### src/hdl/slsb_pkg.sv
// Constants for the lock and side-band status register slice
// Notes on behaviour
// - Byte 33 is read-only and bits 7..0 return the side-band disable state of outputs 7..0.
// - Byte 34 is read-only and bits 7..0 return the side-band disable state of outputs 15..8.
// - Byte 35 is read-only, bits 3..0 return outputs 19..16 and bits 7..4 are reserved.
// - Each readback bit shows the disable level as it is, low as zero and high as one.
// - The readback bytes mean something only while the side-band port enable status is one.
// - Byte 38 bit 0 is a lock that resets to zero and, once written to one, blocks all later host writes.
// - That lock stays set whatever the host writes, and only reset clears it.
// - Byte 39 bit 0 is a clearable lock, reset zero, that blocks writes to registers outside this slice and toggles on each write of one.
// - Byte 39 bit 1 is a sticky input loss flag, reset zero, set on detected loss and cleared by writing one.
// - The loss flag is set from the detector's live level, which reads zero during a loss and is readable too; here only on lossLiveSync, not in byte 39.
package slsb_pkg;
  localparam logic [7:0] SLSB_OFS_RB_LOW = 8'h21;
  localparam logic [7:0] SLSB_OFS_RB_MID = 8'h22;
  localparam logic [7:0] SLSB_OFS_RB_HIGH = 8'h23;
  localparam logic [7:0] SLSB_OFS_PERM_LOCK = 8'h26;
  localparam logic [7:0] SLSB_OFS_CLR_LOCK = 8'h27;
  localparam int SLSB_NUM_OUT = 20;
  localparam int SLSB_HIGH_BITS = 4;
  localparam int SLSB_BIT_LOCK = 0;
  localparam int SLSB_BIT_LOSS = 1;
  localparam logic SLSB_LOCK_RST = 1'b0;
  localparam logic SLSB_LOSS_RST = 1'b0;
  localparam logic [7:0] SLSB_BYTE_RST = 8'h00;
endpackage : slsb_pkg

### src/hdl/slsb_regs.sv
// Register slice: side-band readback, write locks and loss event flag
`timescale 1ns/100ps
module slsb_regs (
  input wire logic mclk,
  input wire logic reset,
  input wire logic [7:0] regAddr,
  input wire logic regWrEn,
  input wire logic [7:0] regWrData,
  input wire logic regRdEn,
  output logic [7:0] regRdData,
  output logic regRdHit,
  output logic extWrEn,
  output logic writeProtect,
  input wire logic [slsb_pkg::SLSB_NUM_OUT-1:0] sbDisable,
  input wire logic sbPortEnable,
  input wire logic lossLive_n,
  output logic lossLiveSync,
  output logic permLock,
  output logic clrLock,
  output logic lossFlag
);
  import slsb_pkg::*;

  ////////////////////////////////////////////////////////////////////////////
  // Loss detector level, from another domain
  logic lossMeta;
  logic lossSync;
  always_ff @(posedge mclk) begin
    if (reset) begin
      lossMeta <= 1'b1;
      lossSync <= 1'b1;
    end else begin
      lossMeta <= lossLive_n;
      lossSync <= lossMeta;
    end
  end
  assign lossLiveSync = lossSync;

  ////////////////////////////////////////////////////////////////////////////
  // Decode
  function automatic logic isLocal(input logic [7:0] a);
    isLocal = (a == SLSB_OFS_RB_LOW) || (a == SLSB_OFS_RB_MID) || (a == SLSB_OFS_RB_HIGH) ||
              (a == SLSB_OFS_PERM_LOCK) || (a == SLSB_OFS_CLR_LOCK);
  endfunction : isLocal

  wire protectAll = permLock;
  wire anyProtect = permLock | clrLock;
  wire wrPerm = regWrEn && (regAddr == SLSB_OFS_PERM_LOCK) && !protectAll;
  // Byte 39 stays writable under the clearable lock, else that lock could never be released
  wire wrClr = regWrEn && (regAddr == SLSB_OFS_CLR_LOCK) && !protectAll;
  wire setPerm = wrPerm && regWrData[SLSB_BIT_LOCK];
  wire lockToggle = wrClr && regWrData[SLSB_BIT_LOCK];
  wire lossClear = wrClr && regWrData[SLSB_BIT_LOSS];
  wire lossSeen = !lossSync;
  assign writeProtect = anyProtect;
  assign extWrEn = regWrEn && !isLocal(regAddr) && !anyProtect;

  ////////////////////////////////////////////////////////////////////////////
  // Lock and flag state
  wire next_permLock = permLock | setPerm;
  wire next_clrLock = lockToggle ? !clrLock : clrLock;
  // Set beats clear so a loss coinciding with the host clear is not lost
  wire next_lossFlag = lossSeen | (lossFlag & !lossClear);
  always_ff @(posedge mclk) begin
    if (reset) begin
      permLock <= SLSB_LOCK_RST;
      clrLock <= SLSB_LOCK_RST;
      lossFlag <= SLSB_LOSS_RST;
    end else begin
      permLock <= next_permLock;
      clrLock <= next_clrLock;
      lossFlag <= next_lossFlag;
    end
  end

  ////////////////////////////////////////////////////////////////////////////
  // Readback; without the side-band port the bytes read zero
  // One gate per output; the disable level passes unchanged, only gated by the port status
  wire [SLSB_NUM_OUT-1:0] rbBits;
  for (genvar i = 0; i < SLSB_NUM_OUT; i++) begin : g_rb
    assign rbBits[i] = sbPortEnable & sbDisable[i];
  end
  wire [7:0] rbLow = rbBits[7:0];
  wire [7:0] rbMid = rbBits[15:8];
  wire [7:0] rbHigh = {4'h0, rbBits[SLSB_NUM_OUT-1:SLSB_NUM_OUT-SLSB_HIGH_BITS]};
  wire [7:0] permByte = {7'h00, permLock};
  wire [7:0] clrByte = {6'h00, lossFlag, clrLock};
  wire [7:0] next_rdData = (regAddr == SLSB_OFS_RB_LOW) ? rbLow :
                           (regAddr == SLSB_OFS_RB_MID) ? rbMid :
                           (regAddr == SLSB_OFS_RB_HIGH) ? rbHigh :
                           (regAddr == SLSB_OFS_PERM_LOCK) ? permByte :
                           (regAddr == SLSB_OFS_CLR_LOCK) ? clrByte : SLSB_BYTE_RST;
  always_ff @(posedge mclk) begin
    if (reset) begin
      regRdData <= SLSB_BYTE_RST;
      regRdHit <= 1'b0;
    end else if (regRdEn) begin
      regRdData <= next_rdData;
      regRdHit <= isLocal(regAddr);
    end
  end
endmodule : slsb_regs

### config.mk
export PLATFORM = sky130hd
export DESIGN_NAME = slsb_regs
export DESIGN_NICKNAME = d
export VERILOG_FILES = /design/src/hdl/slsb_pkg.sv /design/src/hdl/slsb_regs.sv
export SDC_FILE = /design/constraint.sdc
export NUM_CORES = 1
export LEC_CHECK = 0
export BUFFER_PORTS_ARGS = -buffer_cell sky130_fd_sc_hd__buf_2
export CAP_MARGIN = 0
export CELL_PAD_IN_SITES_DETAIL_PLACEMENT = 1
export CELL_PAD_IN_SITES_GLOBAL_PLACEMENT = 1
export CORE_ASPECT_RATIO = 0.5
export CORE_MARGIN = 2
export CORE_UTILIZATION = 28
export CTS_CLUSTER_SIZE = 24
export DETAILED_ROUTE_END_ITERATION = 8
export HOLD_SLACK_MARGIN = 0.06
export PLACE_DENSITY = 0.94
export SLEW_MARGIN = 20
export SYNTH_ARGS = -nofsm -noshare
export SYNTH_HDL_FRONTEND = slang
export SYNTH_SLANG_ARGS = --single-unit
### constraint.sdc
create_clock -name mclk -period 3.3 [get_ports mclk]
set_input_delay 0.33 -clock mclk [delete_from_list [all_inputs] [get_ports mclk]]
set_output_delay 0.33 -clock mclk [all_outputs]
set_load 0.005 [all_outputs]
==> summary.md <==
| Metric | Value |
|---|---|
| Status | completed |
| EDFF count, synth | 0 |
| Buffers on Ports | 50 |
| Share of the synthesized area in the top cell type | 36.6% |
| Syn. warnings | 0 |
| R2R Setup Slk | 2.19 ns |
| Via Count | 874 |
| Area contributors post-synth | dfxtp_1, a21oi_1, mux2i_1 |
| DRT iter0 DRCs | 55 |
| Worst Path Arrival | 1.73 ns |
| Die height | 41.0 um |
| Hold_buf cts | 0 |
| CP endpoint kind | primary output |
| Seq cells post-synth | 14 |
| H-tree level count | 1 |
| Fin crit share | 62.5% |
| Synth cell count leaders | dfxtp_1, a21oi_1, nand2_1, nor2_1 |
| Met2 Usage GRT | 27.8% |
| Placer Congestion | 0.777 |
| Vias in the first global route | 791 |
| Slew headroom | 73.6% |
| Leak Pwr | 0.509 nW |
| Minimum clock period | 2.06 ns |
| R2r startpoint | lossFlag |
| Critical Path RT | 2.97 ns |
| Post-Place Cells | 176 |
| GRT Residual Overflow | 0 |
| Switching pwr | 0.0932 mW |
| Largest net degree at the start of global routing | 16 |
| Fin. Hold Viols | 0 |
| Synthesized Nets | 135 |
| Initial antenna violation count | 0 |
| Core ar. | 0.00260 mm2 |
| Switching part of the total power | 23.3% |
| Final Max Slew Viols | 0 |
| Area grow syn2layout | 43.6% |
| Comb pwr share | 15.0% |
| Layout Cells excl Fill | 180 |
| Clock power frac | 41.8% |
| Hold Path Stages | 2 |
| Most numerous cell in the Yosys netlist | dfxtp_1 |
| Hold/Removal Path Class | input pin to register |
| Drt wl/cell | 13.8 um |
| Sequential Power Share | 43.2% |
| First-pass GRT wire length | 3.75 mm |
| DRT Wirelength | 2.48 mm |
| Reg-to-reg endpoint | regRdData[1] |
| Ant diodes | 0 |
| NumNets Final | 186 |
| Setup_tns | 0 ns |
| Max Cap Viol | 0 |
| Syn Area/Cell | 8.23 um2 |
| Largest area contributor in the netlist | dfxtp_1 |
| Die ar. | 0.00319 mm2 |
| CTS resizes | 0 |
| Synth Cell Area | 766 um2 |
| Total GRT Usage | 16.0% |
| Ys async rst share | 0% |
| Final antenna-violating net count | 0 |
| Worst Max-Slew Pin Slew | 0.395 ns |
| Share of cells above drive strength 1 | 43.4% |
| Worst-skew pair later-pin latency | 0.25 ns |
| CTS tree | yes |
| Synth Instances | 93 |
| Worst setup SP type | input pin |
| CTS max path bufs | 2 |
| Initial core utilization | 29.4% |
| Final setup violation count | 0 |
| Hold_sp | lossLive_n |
| FF-to-FF path depth | 4 |
| RSZ-0062 raised after global routing | false |
| Crit-path max FO | 5 |
| # rows | 13 |
| Reg clk slew, reported paths | 0.06 ns |
| Fmax | 0.485 GHz |
| Die X | 78.0 um |
| Yosys cell types | 32 |
| Skew final | 0.000315 ns |
| CTS Buf Count | 3 |
| Most used DFF post-synth | dfxtp_1 |
| Worst ir drop on vdd | 0.000174 V |
| IO Pins | 57 |
| Int Pwr | 0.306 mW |
| Sequential cell area fraction in the yosys report | 36.6% |
| Worst Hold Endpoint | lossMeta |
| Drt pass-1 iters | 4 |
| Pwr Density | 363 mW/mm2 |
| Global route hottest layer | met2 |
| Clock Tree Root | clkbuf_8 |
| GRT met1 Usage | 19.3% |
| Critical path class | input pin to primary output |
| Post-DR vias/cell | 4.86 |
| # DRC | 0 |
| CTS sink cnt | 14 |
| # Post-CTS Setup Buffers | 0 |
| Met3 GRT Util | 5.95% |
| DPL Wire Length | 1.94 mm |
## layer usage
layer  up-vias  share of wire (%)  wire (um)
li1        444                  -          -
met1       411                 45       1130
met2        16                 50       1250
met3         3                4.0        100
met4         0               0.28          7
met5         -                  0          0
## stage by stage
stage / hold slack (ns) / setup slack [ns] / cell area (um2) / util [%] / power (mW)
floorplan: 0.389 / 1.58 / 766 / - / 0.205
global placement: 0.395 / 1.28 / 1040 / 40.1 / 0.233
detailed placement: 0.409 / 1.25 / 1040 / 40.1 / 0.235
CTS: 0.261 / 1.27 / 1100 / 42.3 / 0.404
global route: 0.261 / 1.20 / 1100 / 42.3 / 0.417
finish: 0.263 / 1.24 / 1100 / 42.3 / 0.399
## worst max path at each step
stage | endpoint | startpoint | slack (ns)
after CTS | extWrEn | regAddr[7] | 1.27
after global placement | extWrEn | regAddr[7] | 1.28
after detailed placement | extWrEn | regAddr[7] | 1.25
after global routing | extWrEn | regAddr[7] | 1.20
after floorplan | extWrEn | regAddr[7] | 1.58
final | extWrEn | regAddr[7] | 1.24
## critical path, stage by stage
cell and delay (ns):
buf_2 0.10, or4b_4 0.58, nor2_1 0.31, o21ai_1 0.10, and3_1 0.18, buf_2 0.12
## power by group through the flow
stage                     clock [mW]  sequential (mW)  combinational [mW]
after detailed placement           0            0.176              0.0593
after global placement             0            0.176              0.0574
after global routing           0.179            0.172              0.0655
after floorplan                    0            0.176              0.0291
after CTS                      0.171            0.172              0.0601
final                          0.167            0.172              0.0599
## flip-flops by register name, indices dropped and copies added (netlist names)
register and count:
lossMeta 1, lossFlag 1, regRdData 8, regRdHit 1, permLock 1, lossLiveSync 1, clrLock 1
## placed cells by master, fill, tap and decap left out
master / instances
o211ai_1: 1
nor2b_1: 3
o21ai_1: 1
nor4_1: 1
dfxtp_1: 14
nor3_4: 1
a31oi_1: 1
or2_2: 2
nor2_1: 7
nand2_1: 7
a31o_2: 2
or4b_4: 1
or4_1: 1
o2bb2ai_1: 1
nand4_1: 4
inv_1: 6
nand2b_1: 1
a32oi_1: 1
a41oi_1: 1
a21o_1: 1
o32ai_1: 1
mux2i_1: 4
buf_2: 50
o22ai_1: 2
a22o_1: 4
clkbuf_8: 4
nor3b_2: 1
nand3_1: 6
mux2_2: 1
clkinv_1: 1
a21oi_1: 10
and3_1: 2
## logic make-up after synthesis
logic type,count (synthesis),synth area share [%]
AOI/OAI and AO/OA,26,23.0
buffers and inverters,11,5.72
DFF,14,36.6
muxes,5,6.70
and+or+nand+nor,37,27.9
## area by class of cell
cell class,instances,area [um2]
fill,343,1500
multi-input combinational,68,442
sequential,14,280
timing repair buffer,50,250
clock buffer,4,55.1
tap,37,46.3
inverter,7,26.3
Power figures use the tool's default switching activity.
